[src/abr_pkg.sv]
package abr_pkg;
   // register byte offsets from the bridge register base
   localparam logic [7:0] ABR_OFS_WAIT_LOW = 8'h00;
   localparam logic [7:0] ABR_OFS_WAIT_HIGH = 8'h04;
   localparam logic [31:0] ABR_RST_WAIT_LOW = 32'h0040_0500;
   localparam logic [31:0] ABR_RST_WAIT_HIGH = 32'h0000_0000;
   // slot 00 is the bridge's own register window
   localparam logic [4:0] ABR_SLOT_SELF = 5'h00;
   localparam int ABR_SLOT_MSB = 16;
   localparam int ABR_SLOT_LSB = 12;
   localparam int ABR_FIELD_W = 2;
   localparam int ABR_SLOTS_PER_REG = 16;
   // wait counter value in the first cycle of the access phase
   localparam logic [1:0] ABR_BASE_WAIT = 2'h0;
   // AHB encodings
   localparam logic [1:0] ABR_HTRANS_NONSEQ = 2'h2;
   localparam logic [1:0] ABR_HSIZE_BYTE = 2'h0;
   localparam logic [1:0] ABR_HSIZE_HALF = 2'h1;
   localparam logic [1:0] ABR_HSIZE_WORD = 2'h2;
   typedef enum logic [1:0] {
      ABR_IDLE,
      ABR_SETUP,
      ABR_ACCESS
   } abr_state_t;
endpackage

[src/abr_lane.sv]
`timescale 1ns/1ps
// ***********************
// byte lane steering
// ***********************
module abr_lane
   import abr_pkg::*;
(
   input wire logic [1:0] size,
   input wire logic [1:0] addr_lo,
   input wire logic [31:0] wdata_in,
   input wire logic [31:0] rdata_in,
   output logic [31:0] wdata_out,
   output logic [31:0] rdata_out,
   output logic upper_byte_active,
   output logic lower_byte_active
);
   // peripherals see narrow data in the low lanes; upper/lower
   // strobes tell a 16-bit peripheral which byte of it is live
   always_comb begin
      wdata_out = wdata_in;
      rdata_out = rdata_in;
      upper_byte_active = 1'b1;
      lower_byte_active = 1'b1;
      case (size)
         ABR_HSIZE_BYTE: begin
            wdata_out = {24'h0, wdata_in[8*addr_lo +: 8]};
            rdata_out = {4{rdata_in[7:0]}};
            upper_byte_active = addr_lo[0];
            lower_byte_active = ~addr_lo[0];
         end
         ABR_HSIZE_HALF: begin
            wdata_out = {16'h0, wdata_in[16*addr_lo[1] +: 16]};
            rdata_out = {2{rdata_in[15:0]}};
         end
         default: begin
         end
      endcase
   end
endmodule

[src/abr_bridge.sv]
`timescale 1ns/1ps
// What this block does
// - AHB slave forwarding accesses to APB peripherals
// - generate APB setup and access phases
// - accept byte, half-word and word sizes
// - steer narrow data onto correct lanes
// - one select per slot, only target asserted
// - drive upper and lower byte active strobes
// - two cycles minimum, plus zero to three
// - wait field code adds that many cycles
// - low register holds slots 00 to 0F
// - high register holds slots 10 to 1F
// - reset values and offsets of wait registers
// - fixed slot to wait field mapping
// - own registers decoded from bridge base
module abr_bridge
   import abr_pkg::*;
#(
   parameter int NSLOT = 32
)(
   input wire logic clock,
   input wire logic nrst,
   input wire logic hsel,
   input wire logic [31:0] haddr,
   input wire logic [1:0] htrans,
   input wire logic hwrite,
   input wire logic [2:0] hsize,
   input wire logic [31:0] hwdata,
   input wire logic hready_in,
   output logic hready_out,
   output logic [1:0] hresp,
   output logic [31:0] hrdata,
   output logic [NSLOT-1:0] psel,
   output logic penable,
   output logic pwrite,
   output logic [31:0] paddr,
   output logic [31:0] pwdata,
   input wire logic [31:0] prdata,
   output logic upper_byte_active,
   output logic lower_byte_active
);
   initial begin
      if (NSLOT != 2 * ABR_SLOTS_PER_REG)
         $error("abr_bridge serves exactly 32 slots");
      if (ABR_FIELD_W * ABR_SLOTS_PER_REG != 32)
         $error("wait fields must fill one 32-bit register");
      if (ABR_SLOT_MSB - ABR_SLOT_LSB != 4)
         $error("slot number must be five bits wide");
   end

   // ***********************
   // state
   // ***********************
   abr_state_t state_r, state_nxt;
   logic [31:0] addr_r, addr_nxt;
   logic wr_r, wr_nxt;
   logic [1:0] size_r, size_nxt;
   logic [1:0] wait_r, wait_nxt;
   logic [1:0] cnt_r, cnt_nxt;
   logic [31:0] wait_low_r, wait_low_nxt;
   logic [31:0] wait_high_r, wait_high_nxt;
   logic [31:0] rdata_r, rdata_nxt;
   logic [31:0] pwdata_r, pwdata_nxt;

   logic [31:0] lane_wdata, lane_rdata, own_rdata;
   logic [4:0] slot, cur_slot;
   logic self_sel;
   logic start;
   logic [1:0] slot_wait_field;

   assign start = hsel && hready_in && htrans[1];
   assign slot = haddr[ABR_SLOT_MSB:ABR_SLOT_LSB];
   assign cur_slot = addr_r[ABR_SLOT_MSB:ABR_SLOT_LSB];
   assign self_sel = (cur_slot == ABR_SLOT_SELF);

   // field for the slot being started, latched so later writes
   // cannot stretch or shorten an access in flight
   always_comb begin
      if (slot[4])
         slot_wait_field = wait_high_r[ABR_FIELD_W*slot[3:0] +: 2];
      else
         slot_wait_field = wait_low_r[ABR_FIELD_W*slot[3:0] +: 2];
   end

   abr_lane u_lane (
      .size(size_r),
      .addr_lo(addr_r[1:0]),
      .wdata_in(hwdata),
      .rdata_in(self_sel ? own_rdata : prdata),
      .wdata_out(lane_wdata),
      .rdata_out(lane_rdata),
      .upper_byte_active(upper_byte_active),
      .lower_byte_active(lower_byte_active)
   );

   always_comb begin
      case (addr_r[7:0])
         ABR_OFS_WAIT_LOW: own_rdata = wait_low_r;
         ABR_OFS_WAIT_HIGH: own_rdata = wait_high_r;
         default: own_rdata = 32'h0;
      endcase
   end

   // ***********************
   // transfer sequencer
   // ***********************
   always_comb begin
      state_nxt = state_r;
      addr_nxt = addr_r;
      wr_nxt = wr_r;
      size_nxt = size_r;
      wait_nxt = wait_r;
      cnt_nxt = cnt_r;
      wait_low_nxt = wait_low_r;
      wait_high_nxt = wait_high_r;
      rdata_nxt = rdata_r;
      pwdata_nxt = pwdata_r;
      case (state_r)
         ABR_IDLE: begin
            if (start) begin
               addr_nxt = haddr;
               wr_nxt = hwrite;
               size_nxt = hsize[1:0];
               wait_nxt = slot_wait_field;
               cnt_nxt = ABR_BASE_WAIT;
               state_nxt = ABR_SETUP;
            end
         end
         ABR_SETUP: begin
            pwdata_nxt = lane_wdata;
            state_nxt = ABR_ACCESS;
         end
         ABR_ACCESS: begin
            if (cnt_r == wait_r) begin
               rdata_nxt = lane_rdata;
               if (wr_r && self_sel && size_r == ABR_HSIZE_WORD) begin
                  if (addr_r[7:0] == ABR_OFS_WAIT_LOW)
                     wait_low_nxt = pwdata_r;
                  if (addr_r[7:0] == ABR_OFS_WAIT_HIGH)
                     wait_high_nxt = pwdata_r;
               end
               state_nxt = ABR_IDLE;
            end else begin
               cnt_nxt = cnt_r + 2'h1;
            end
         end
         default: state_nxt = ABR_IDLE;
      endcase
   end

   always_ff @(posedge clock or negedge nrst) begin
      if (!nrst) begin
         state_r <= ABR_IDLE;
         addr_r <= 32'h0;
         wr_r <= 1'b0;
         size_r <= 2'h0;
         wait_r <= 2'h0;
         cnt_r <= 2'h0;
         wait_low_r <= ABR_RST_WAIT_LOW;
         wait_high_r <= ABR_RST_WAIT_HIGH;
         rdata_r <= 32'h0;
         pwdata_r <= 32'h0;
      end else begin
         state_r <= state_nxt;
         addr_r <= addr_nxt;
         wr_r <= wr_nxt;
         size_r <= size_nxt;
         wait_r <= wait_nxt;
         cnt_r <= cnt_nxt;
         wait_low_r <= wait_low_nxt;
         wait_high_r <= wait_high_nxt;
         rdata_r <= rdata_nxt;
         pwdata_r <= pwdata_nxt;
      end
   end

   // ***********************
   // outputs
   // ***********************
   logic active;
   assign active = (state_r != ABR_IDLE);
   // ready low from the accepting edge until the completing one
   assign hready_out = !active;
   assign hresp = 2'h0;
   assign hrdata = rdata_r;
   assign penable = (state_r == ABR_ACCESS);
   assign pwrite = wr_r;
   assign paddr = addr_r;
   assign pwdata = pwdata_r;

   always_comb begin
      psel = '0;
      if (active && !self_sel)
         psel[cur_slot] = 1'b1;
   end

   // ***********************
   // checks
   // ***********************
   // cycles since acceptance; feeds the length checks only
   logic [2:0] low_cnt_r, low_cnt_nxt;

   always_comb begin
      low_cnt_nxt = 3'h0;
      if (active && state_nxt != ABR_IDLE)
         low_cnt_nxt = low_cnt_r + 3'h1;
   end

   always_ff @(posedge clock or negedge nrst) begin
      if (!nrst) begin
         low_cnt_r <= 3'h0;
      end else begin
         low_cnt_r <= low_cnt_nxt;
      end
   end

   a_psel_onehot: assert property (
      @(posedge clock) disable iff (!nrst) $onehot0(psel))
      else $error("more than one select");
   a_idle_quiet: assert property (
      @(posedge clock) disable iff (!nrst)
      !active |-> (!penable && psel == '0))
      else $error("bus driven while idle");
   a_target_sel: assert property (
      @(posedge clock) disable iff (!nrst)
      (active && !self_sel) |-> psel[cur_slot])
      else $error("target slot not selected");
   a_self_quiet: assert property (
      @(posedge clock) disable iff (!nrst)
      (active && self_sel) |-> (psel == '0))
      else $error("select driven for own registers");
   a_min_length: assert property (
      @(posedge clock) disable iff (!nrst)
      (state_r == ABR_IDLE && start) |=> !hready_out [*2])
      else $error("access shorter than two cycles");
   a_setup_first: assert property (
      @(posedge clock) disable iff (!nrst)
      (state_r == ABR_SETUP) |-> !penable ##1 penable)
      else $error("setup not followed by access");
   a_access_held: assert property (
      @(posedge clock) disable iff (!nrst)
      (state_r == ABR_ACCESS) |-> $stable(paddr) && $stable(psel)
      && $stable(pwrite))
      else $error("address phase changed in access");
   a_wait_len: assert property (
      @(posedge clock) disable iff (!nrst)
      (state_r == ABR_SETUP && wait_r == 2'h3) |-> !hready_out [*5]
      ##1 hready_out)
      else $error("three waits wrong length");
   a_zero_wait: assert property (
      @(posedge clock) disable iff (!nrst)
      (state_r == ABR_SETUP && wait_r == 2'h0) |=> ##1 hready_out)
      else $error("zero wait wrong length");
   a_exact_len: assert property (
      @(posedge clock) disable iff (!nrst)
      (state_r == ABR_ACCESS && state_nxt == ABR_IDLE)
      |-> (low_cnt_r == {1'b0, wait_r} + 3'h1))
      else $error("access length differs from wait field");
   a_ready_bound: assert property (
      @(posedge clock) disable iff (!nrst)
      active |-> (low_cnt_r <= 3'h4))
      else $error("ready held low too long");
   a_cnt_bound: assert property (
      @(posedge clock) disable iff (!nrst)
      (state_r == ABR_ACCESS) |-> (cnt_r <= wait_r))
      else $error("wait counter ran past its field");
   a_wait_stable: assert property (
      @(posedge clock) disable iff (!nrst)
      (active && state_nxt != ABR_IDLE && state_r != ABR_IDLE)
      |=> $stable(wait_r)) else $error("wait changed mid access");
   a_field_latch: assert property (
      @(posedge clock) disable iff (!nrst)
      (state_r == ABR_IDLE && start)
      |=> (wait_r == $past(slot_wait_field)))
      else $error("wait field not taken at acceptance");
   a_ready_done: assert property (
      @(posedge clock) disable iff (!nrst)
      $rose(hready_out) |-> $past(state_r) == ABR_ACCESS)
      else $error("ready without completion");
   a_read_return: assert property (
      @(posedge clock) disable iff (!nrst)
      (state_r == ABR_ACCESS && state_nxt == ABR_IDLE && !wr_r)
      |=> (hrdata == $past(lane_rdata)))
      else $error("read data not returned at completion");
   a_low_write: assert property (
      @(posedge clock) disable iff (!nrst)
      (state_r == ABR_ACCESS && state_nxt == ABR_IDLE && wr_r && self_sel
      && size_r == ABR_HSIZE_WORD && addr_r[7:0] == ABR_OFS_WAIT_LOW)
      |=> (wait_low_r == $past(pwdata_r)))
      else $error("low wait register not written");
   a_high_write: assert property (
      @(posedge clock) disable iff (!nrst)
      (state_r == ABR_ACCESS && state_nxt == ABR_IDLE && wr_r && self_sel
      && size_r == ABR_HSIZE_WORD && addr_r[7:0] == ABR_OFS_WAIT_HIGH)
      |=> (wait_high_r == $past(pwdata_r)))
      else $error("high wait register not written");
   a_narrow_own: assert property (
      @(posedge clock) disable iff (!nrst)
      (active && self_sel && size_r != ABR_HSIZE_WORD)
      |=> $stable(wait_low_r) && $stable(wait_high_r))
      else $error("narrow write changed a wait register");
   a_byte_strobe: assert property (
      @(posedge clock) disable iff (!nrst)
      (active && size_r == ABR_HSIZE_BYTE) |->
      (upper_byte_active != lower_byte_active))
      else $error("byte strobes wrong");
   a_wide_strobe: assert property (
      @(posedge clock) disable iff (!nrst)
      (active && size_r != ABR_HSIZE_BYTE) |->
      (upper_byte_active && lower_byte_active))
      else $error("wide access missing a lane strobe");
   a_byte_lane: assert property (
      @(posedge clock) disable iff (!nrst)
      (penable && size_r == ABR_HSIZE_BYTE) |-> (pwdata[31:8] == 24'h0))
      else $error("byte write data outside low lane");
   c_write: cover property (@(posedge clock) active && wr_r && penable);
   c_read: cover property (@(posedge clock) active && !wr_r && penable);
   c_self: cover property (@(posedge clock) active && self_sel && wr_r);
   c_max_wait: cover property (@(posedge clock) penable && wait_r == 2'h3);
   c_byte: cover property (@(posedge clock) penable && size_r == ABR_HSIZE_BYTE);
endmodule

[config.mk]
export PLATFORM = sky130hd
export DESIGN_NAME = abr_bridge
export DESIGN_NICKNAME = d
export VERILOG_FILES = /design/src/abr_pkg.sv /design/src/abr_lane.sv /design/src/abr_bridge.sv
export SDC_FILE = /design/constraint.sdc
export NUM_CORES = 1
export LEC_CHECK = 0
export BUFFER_PORTS_ARGS = -buffer_cell sky130_fd_sc_hd__buf_2
export CORE_ASPECT_RATIO = 2
export CORE_MARGIN = 5
export CORE_UTILIZATION = 45
export CTS_BUF_LIST = sky130_fd_sc_hd__clkbuf_4
export DETAILED_ROUTE_END_ITERATION = 8
export GPL_TIMING_DRIVEN = 1
export PLACE_DENSITY = 0.8
export SKIP_CTS_REPAIR_TIMING = 1
export SYNTH_ARGS = -nofsm -noshare
export SYNTH_HDL_FRONTEND = slang
export SYNTH_SLANG_ARGS = --single-unit
[constraint.sdc]
create_clock -name clock -period 4.5 [get_ports clock]
set_input_delay 0.675 -clock clock [delete_from_list [all_inputs] [get_ports clock]]
set_output_delay 0.675 -clock clock [all_outputs]
set_load 0.05 [all_outputs]
---- Word level (Yosys, flattened, before mapping) ----
Cells that the tools add are included.
word-level totals
  input port bits ......................... 106
  output and inout bits ................... 135
  flip-flop bits (word level) ............. 169
cells by class
  $lt $le $gt $ge ......................... 2
  reduce and logical (&&, ||, !) cells .... 20
  equality and inequality tests ........... 9
  add/sub/neg operators ................... 1
  shift operators ......................... 4
  muxes and demuxes ....................... 16
  bitwise operators ....................... 1
operator list
  operator            count
  $pmux 32 s2         3
  $mux 32             2
  $shiftx 32x6->2     2
  $shiftx 32x6->16    1
  $shiftx 32x6->8     1
  $mux 2              5
  $eq 8x3->1 const B  1
  $logic_not 8->1     1
  $reduce_and 4->1    2
  $logic_and 1x1->1   6
  $lt 5x6->1 const B  1
  $pmux 2 s3          1
  $reduce_and 2->1    3
  $demux 1 s5         1
  $ge 5x1->1 const B  1
  $logic_not 5->1     1
  $eq 2x1->1 const B  2
  $eq 2x2->1 const B  2
  $logic_not 2->1     2
  $ne 2x2->1 const B  2
  $pmux 2 s2          1
  $reduce_bool 2->1   2
  $mux 1              3
  $reduce_and 3->1    1
  other kinds (5)     6

---- Depth between registers and ports, before layout ----
Gate-level depths: netlist (run 1).
  word-level depth ........................ 5
  depth in mapped cells ................... 7
  gate-level depth less buffers ........... 5

---- Cells and area by module ----
From an unflattened synthesis (run 1), not the netlist that was laid out.
second synthesis, totals
  cells, all modules ...................... 790
  area total of the unflattened synthesis .. 9113.7 um2
modules (own cells, without submodules)
  module      cells an instance  sequential area each (um2)  times used  area an instance (um2)
  abr_bridge  667                4232.8                      1           8160.3
  abr_lane    123                0.0                         1           953.4

---- Least setup slack after synthesis (run 1) ----
Ideal clock, no wire load.
  kind .................................... register to output
  from .................................... register addr_r[14] (netlist: paddr[14])
  to ...................................... output port psel[4]
  setup slack ............................. 1780 ps
  cell stages (with the launch flop) ...... 4
  data required time ...................... 3825 ps
  buffers on the path ..................... 1
  arrival time ............................ 2045 ps
  cells stage by stage .................... dfrtp_1 > clkbuf_1 > or3b_2 > nor2_1
on the way
  longest elaborated chain between the ends .. 5
  elaborated cells between the ends (all ways) .. 9
  those cells by class .................... order compare (2); mux (3); reduce/logical (4)
ends and longest elaborated chain
  item                                                                   line               text
  from (decl)                                                            abr_bridge.sv:55   logic [31:0] addr_r, addr_nxt;
  from (signal assigned)                                                 abr_bridge.sv:165  addr_r <= addr_nxt;
  $lt 5x6->1 (not written as such) / $ge 5x1->1 (equally long branches)  abr_bridge.sv:194  psel[cur_slot] = 1'b1;
  $logic_and 1x1->1 (not written as such)                                abr_bridge.sv:194
  $mux 1 (not written as such)                                           abr_bridge.sv:194
  $demux 1 s5                                                            abr_bridge.sv:194
  $mux 32 (*)                                                            abr_bridge.sv:193  if (active && !self_sel)
  to (decl)                                                              abr_bridge.sv:33   output logic [NSLOT-1:0] psel,
Mark *: on every way between the ends. The rest lies on a longest branch, timed or not.

---- Worst setup path in the final report (run 1) ----
  from .................................... register size_r[0]
  to ...................................... output port lower_byte_active
on the way
  longest elaborated chain between the ends .. 2
ends and longest elaborated chain
  item                    line               text
  from (decl)             abr_bridge.sv:57   logic [1:0] size_r, size_nxt;
  from (signal assigned)  abr_bridge.sv:167  size_r <= size_nxt;
  $logic_not 2->1         abr_lane.sv:24     case (size)
  $mux 1                  abr_lane.sv:24
  to (decl)               abr_bridge.sv:40   output logic lower_byte_active
Every way passes these cells.

==> impl_summary.log, run 1 <==
[metrics] number of global-route vias before repair: 7149
[metrics] leftover overflow at the end of global routing: 0
[metrics] clock sink count: 169
[metrics] synthesized instance count: 810
[metrics] Clock power frac: 13.7%
[metrics] wire length of the first global-routing pass: 40050 µm
[metrics] Max Transition Viols Final: 0
[metrics] crit path time final: 3.201 ns
[metrics] Worst Setup Slack, final: 1.299 ns
[metrics] PnR Total Power: 0.006908 W
[metrics] status: complete, no violations
[metrics] data required time at the worst endpoint: 3.83 ns
[metrics] Finish-stage setup viols: 0
[metrics] DRT Pass-1 Iters: 7
[metrics] maximum clock frequency: 312.4 MHz
[metrics] dominant synthesized flop cell: dfrtp_1
[metrics] power density normalized to cell area: 673.4 nW/µm²
[metrics] count of buffers inserted at the top-level ports: 235
[metrics] Final Util: 54.47%
[metrics] clock root cell: clkbuf_4
[metrics] area growth from synthesis to layout: 19.00%
[metrics] number of vias per cell: 5.535
[metrics] initial core utilization: 45.77%
[metrics] dpl ws: 1.325 ns
[metrics] fraction of power spent switching nets: 54.19%
[metrics] placement row count: 71
[metrics] unique cell type count in the Yosys netlist: 50
[metrics] setup_tns: 0 ns
[metrics] fin nets: 1116
[metrics] total number of yosys warnings: 0
[metrics] count of routing violations after the opening detailed-route iteration: 612
[metrics] worst min-delay path class: input port to async pin
[metrics] overall via count from detail_route: 7096
[metrics] final hold violation count: 0
[metrics] fraction of final layout cells with drive strength greater than 1: 35.58%
[metrics] Post-synth EDFFs: 0
[metrics] actual transition at the worst max-transition pin: 1.289 ns
[metrics] reg-to-reg critical path startpoint: paddr[15]
[metrics] DRT antenna net count: 0
[metrics] leakage power: 5.252 nW
[metrics] Worst IR Drop VDD: 0.3273 mV
[metrics] logic depth of the worst register-to-register path: 5
[metrics] width of the die: 107.9 µm
[metrics] period utilization: 71.14%
[metrics] data arrival time of the critical path: 2.53 ns
[metrics] cell breakdown of the critical path: nor2_1, buf_4, and2_1, inv_1, buf_2
[metrics] final setup skew: 0.03242 ns
[metrics] total global routing track utilization: 23.67%
[metrics] mean cell area of the mapped netlist: 10.64 µm²
[metrics] nature of the critical path startpoint: register
[metrics] initial antenna violation count: 5
[metrics] Slowest Stage Delay on Critical Path: 0.70 ns
[metrics] CORE AREA: 18830 µm²
[metrics] Internal: 0.003164 W
[metrics] residual DRC count: 0
[metrics] crit path max-delay cell type: dfrtp_1
[metrics] clk slew on worst S/H paths: 0.16 ns
[metrics] placer's final routability congestion estimate: 0.8699
[metrics] minimum setup slack among reg-to-reg paths: 1.30 ns
[metrics] power share of the sequential group: 35.5%
[metrics] non-filler instance count after layout: 1282
[metrics] number of buffers added by the clock tree synthesis step: 17
[metrics] combinational power share: 50.8%
[metrics] clock tree from TritonCTS: yes
[metrics] sequential share of the synthesized area: 49.10%
[metrics] max-slew headroom at the worst pin: 13.99%
[metrics] post-synth design cell area: 8621 µm²
[metrics] worst setup path startpoint: size_r[0]
[metrics] setup repair after global routing missed its margin: false
[metrics] maximum number of pins on one net before global-route repair: 91
[metrics] Total Die Area: 22190 µm²
[metrics] DP Wirelength: 19750 µm
[metrics] number of top-level design ports: 241
[metrics] source-to-sink clock delay at the later pin of the worst-skew pair: 0.60 ns
[metrics] max-capacitance violation count: 0
[metrics] power dissipated by switching net loads: 0.003743 W
[metrics] nature of the critical path endpoint: output pin
[metrics] maximum count of clock buffers along a single path: 2
[metrics] level count of the clock H-tree: 4
[metrics] count of state elements after synthesis: 169
[metrics] fill cell count: 1732
[metrics] reg-to-reg endpoint: wait_low_r[0]
[metrics] kind of critical path: register to output pin
[metrics] maximum net fanout on the critical path: 18
[metrics] CP endpoint: lower_byte_active
[metrics] mean routed wirelength per cell: 20.52 µm
[metrics] die height: 205.7 µm
[metrics] placed cell count: 1246
[metrics] share of async-settable or async-resettable flops after synthesis: 100.0%
[metrics] DRT Wirelength: 26300 µm
[metrics] area taken by flip-flops and latches: 4234 µm²
[metrics] multi-input gate area in the final layout: 4084 µm²
-- cells in the final DEF, fill, tap and decap left out, drive strengths merged, types with 17 or more instances in the layout --
| cell | netlist | layout |
|---|---|---|
| buf | 18 | 244 |
| nand2 | 187 | 187 |
| dfrtp | 166 | 166 |
| mux2 | 93 | 93 |
| o21ai | 78 | 78 |
| mux2i | 40 | 40 |
| nor2 | 39 | 39 |
| a2bb2oi | 24 | 24 |
| clkbuf | 47 | 17 |
-- worst min-delay path by stage --
stage,start,to,cells past startpoint
finish,nrst,wait_high_r[30],1
global route,nrst,wait_high_r[29],1
CTS,nrst,pwdata[29],1
detailed placement,paddr[21],paddr[21],2
global placement,paddr[30],paddr[30],2
floorplan,nrst,cnt_r[0],0
-- power groups by stage --
stage	clock network, W	logic, W	registers (W)
2_1_floorplan	0	0.00126	0.00371
3_3_place_gp	0	0.00348	0.00246
3_5_place_dp	0	0.00352	0.00248
4_1_cts	0.000961	0.00353	0.00245
5_1_grt	0.00102	0.00372	0.00252
6_report	0.000947	0.00351	0.00245
-- worst max-delay path: cells and delay by family, from the launching register on --
family	cells	cell delay [ns]
DFF	1	0.70
buffers and inverters	3	0.53
and+or+nand+nor	2	0.71
-- routing by layer --
metal | up-vias | wire length (µm) | global-route usage, %
met5 | - | 7 | 0
met4 | 2 | 1203 | 13.50
met3 | 71 | 1542 | 3.925
met2 | 301 | 13800 | 40.69
met1 | 3469 | 9750 | 27.55
li1 | 3253 | - | -
-- metrics by stage --
stage                     hold slack (ns)  area, µm²
final                              0.1291      10260
after global placement             0.4532       9937
after detailed placement           0.4563       9937
after global routing               0.1981      10260
after CTS                          0.1452      10250
after floorplan                    0.3794       8628
-- flip-flops by register name, indices dropped and copies added (netlist names) --
signal	count
pwdata	32
size_r	2
paddr	32
state_r	2
wait_r	2
hrdata	32
wait_high_r	32
cnt_r	2
wait_low_r	32
pwrite	1
-- area by class of cell --
type	count	area share, %
clock buffers	17	1.244
clock inverters	15	1.793
inverters	10	0.3659
multi-input cells	568	39.81
diodes	4	0.09757
flip-flops and latches	169	41.27
well taps	255	3.110
repair buffers	244	12.31
-- cell usage after synthesis (all sizes together) (2+ instances only) --
| cell type | n | area [µm²] |
|---|---|---|
| nor4 | 2 | 18.77 |
| and2 | 2 | 12.51 |
| nor2b | 3 | 18.77 |
| o211ai | 2 | 15.01 |
| nor3 | 2 | 10.01 |
| inv | 9 | 33.78 |
| o21ai | 78 | 390.4 |
| a21oi | 6 | 30.03 |
| o2bb2ai | 10 | 87.58 |
| mux2i | 40 | 400.4 |
| nand3b | 6 | 45.04 |
| a22o | 4 | 35.03 |
| a22oi | 15 | 112.6 |
| nor2 | 39 | 146.4 |
| o31ai | 2 | 15.01 |
| or3 | 4 | 30.03 |
| nand2 | 187 | 701.9 |
| or3b | 4 | 35.04 |
| a222oi | 7 | 70.07 |
| buf | 18 | 108.9 |
| clkbuf | 47 | 177.7 |
| mux2 | 93 | 1160 |
| nand3 | 4 | 20.02 |
| dfrtp | 166 | 4154 |
| xor2 | 2 | 17.52 |
| dfstp | 3 | 78.83 |
| a2bb2oi | 24 | 210.2 |
| mux4 | 16 | 360.4 |
| nand2b | 4 | 25.02 |
-- cell families after synthesis --
group / share of synthesized area [%]
DFF: 49.10
xor gates and xnor gates: 0.2032
other: 0.04350
and+or+nand+nor: 12.77
AOI/OAI and AO/OA: 11.84
muxes: 22.28
buffers and inverters: 3.759
(Power assumes the default switching activity.)
==> inputs of run 2 (changes only) <==
==> constraint.sdc (replaced) <==
create_clock -name clock -period 3.2 [get_ports clock]
set_input_delay 0.48 -clock clock [delete_from_list [all_inputs] [get_ports clock]]
set_output_delay 0.48 -clock clock [all_outputs]
set_load 0.05 [all_outputs]
==> impl_summary.log, run 2 (synthesis results as in run 1) <==
[metrics] Internal: 0.004585 W
[metrics] power dissipated by switching net loads: 0.005174 W
[metrics] dpl ws: 0.5904 ns
[metrics] met3 layer wire length in the routed design: 1553 µm
[metrics] top layer reached by signal wires: met5
[metrics] level count of the clock H-tree: 4
[metrics] Worst Setup Slack, final: 0.5489 ns
[metrics] placer's final routability congestion estimate: 0.9066
[metrics] period utilization: 82.85%
[metrics] clock root cell: clkbuf_4
[metrics] number of global-route vias before repair: 7078
[metrics] most common cell after layout, fill and taps aside: buf_2
[metrics] number of vias per cell: 5.494
[metrics] placement row count: 71
[metrics] total non-filler cell area in the finished layout: 10300 µm²
[metrics] clk slew on worst S/H paths: 0.15 ns
[metrics] maximum net fanout on the critical path: 32
[metrics] setup repair after global routing missed its margin: false
[metrics] Finish-stage setup viols: 0
[metrics] clock tree from TritonCTS: yes
[metrics] Final Util: 54.71%
[metrics] nature of the critical path endpoint: register
[metrics] setup_tns: 0 ns
[metrics] combinational power share: 51.3%
[metrics] DP Wirelength: 20060 µm
[metrics] Metal-1 WL: 9378 µm
[metrics] final setup skew: 0.02704 ns
[metrics] fraction of final layout cells with drive strength greater than 1: 35.70%
[metrics] overall via count from detail_route: 7054
[metrics] total length of routed met2 wires: 13600 µm
[metrics] max-slew headroom at the worst pin: 30.61%
[metrics] data arrival time of the critical path: 3.10 ns
[metrics] Clock power frac: 14.0%
[metrics] mean routed wirelength per cell: 20.26 µm
[metrics] maximum clock frequency: 377.2 MHz
[metrics] DRT Pass-1 Iters: 5
[metrics] clock sink count: 169
[metrics] CORE AREA: 18830 µm²
[metrics] status: complete, no violations
[metrics] power density normalized to cell area: 947.1 nW/µm²
[metrics] count of buffers inserted at the top-level ports: 235
[metrics] top library cells by usage in the layout, fill and taps aside: 234 x buf_2, 187 x nand2_1, 165 x dfrtp_1
[metrics] maximum count of clock buffers along a single path: 2
[metrics] max-capacitance violation count: 0
[metrics] crit path time final: 2.651 ns
[metrics] kind of critical path: register to register
[metrics] wire length of the first global-routing pass: 39310 µm
[metrics] Worst IR Drop VDD: 0.4515 mV
[metrics] die height: 205.7 µm
[metrics] fraction of power spent switching nets: 53.02%
[metrics] power share of the sequential group: 34.7%
[metrics] leftover overflow at the end of global routing: 0
[metrics] number of buffers added by the clock tree synthesis step: 17
[metrics] number of top-level design ports: 241
[metrics] nature of the critical path startpoint: register
[metrics] count of routing violations after the opening detailed-route iteration: 549
[metrics] residual DRC count: 0
[metrics] initial antenna violation count: 2
[metrics] Total Die Area: 22190 µm²
[metrics] DRT Wirelength: 26010 µm
[metrics] Post-Place Cell Area: 9975 µm²
[metrics] fin nets: 1122
[metrics] total global routing track utilization: 23.30%
[metrics] Max Transition Viols Final: 0
[metrics] data required time at the worst endpoint: 3.64 ns
[metrics] actual transition at the worst max-transition pin: 1.041 ns
[metrics] leakage power: 5.293 nW
[metrics] maximum number of pins on one net before global-route repair: 72
[metrics] worst min-delay path class: input port to register
[metrics] width of the die: 107.9 µm
[metrics] DRT antenna net count: 0
[metrics] area growth from synthesis to layout: 19.52%
[metrics] initial core utilization: 45.77%
[metrics] fill cell count: 1710
[metrics] final hold violation count: 0
[metrics] source-to-sink clock delay at the later pin of the worst-skew pair: 0.57 ns
[run 2: changes by cell type in the layout (fill, tap and decap cells not counted)]
cell	change
buf_4	+5
bufinv_16	+2
clkinv_1	+1
clkinv_4	+4
clkinv_8	-3
clkinvlp_4	-3
diode_2	-3
dlygate4sd3_1	+1
inv_8	-2
[run 2: cell type report]
type / count / area (µm²) / share of cell area [%]
Antenna cell: 1 / 2.502 / 0.02429
Clock buffer: 17 / 127.6 / 1.239
Clock inverter: 14 / 188.9 / 1.834
Tap cell: 255 / 319.1 / 3.097
Inverter: 10 / 37.54 / 0.3643
Multi-Input combinational cell: 568 / 4084 / 39.64
Timing Repair Buffer: 250 / 1310 / 12.71
Sequential cell: 169 / 4234 / 41.09
[run 2: through the flow]
step,hold slack [ns],instances,power (W)
5_1_grt,0.06157,1284,0.01026
4_1_cts,-0.1243,1282,0.009814
2_1_floorplan,0.1844,812,0.006993
3_3_place_gp,0.4540,1251,0.008363
3_5_place_dp,0.4583,1251,0.008460
6_report,0.09080,1284,0.009759
[run 2: worst max-delay path, stage by stage, from the launching register on]
cell and delay (ns):
dfrtp_1 0.49, or3_4 0.45, nand4b_4 0.19, or4_2 0.66, buf_4 0.33, mux2_1 0.39
[run 2: final timing paths]
path	start	to	slack, ns	depth (start not counted)
setup / recovery	paddr[15]	wait_low_r[1]	0.55	5
hold / removal	haddr[7]	paddr[7]	0.09	3
setup reg to reg	paddr[15]	wait_low_r[1]	0.55	5
hold reg to reg	paddr[11]	paddr[11]	0.48	2
max in group asynchronous	nrst	paddr[5]	1.84	3
min in group asynchronous	nrst	wait_low_r[26]	0.47	2
[run 2: power by group through the flow]
| stage | Combinational [W] | Clock [W] | Sequential (W) |
|---|---|---|---|
| 2_1_floorplan | 0.00177 | 0 | 0.00522 |
| 3_3_place_gp | 0.00497 | 0 | 0.00339 |
| 3_5_place_dp | 0.00503 | 0 | 0.00343 |
| 4_1_cts | 0.00503 | 0.00139 | 0.00339 |
| 5_1_grt | 0.00531 | 0.00147 | 0.00348 |
| 6_report | 0.00501 | 0.00136 | 0.00339 |
[run 2: layer usage]
layer | track usage [%] | up-vias
met5 | 0 | -
met4 | 14.04 | 2
met3 | 3.862 | 78
met2 | 40.36 | 298
met1 | 26.51 | 3402
li1 | - | 3274
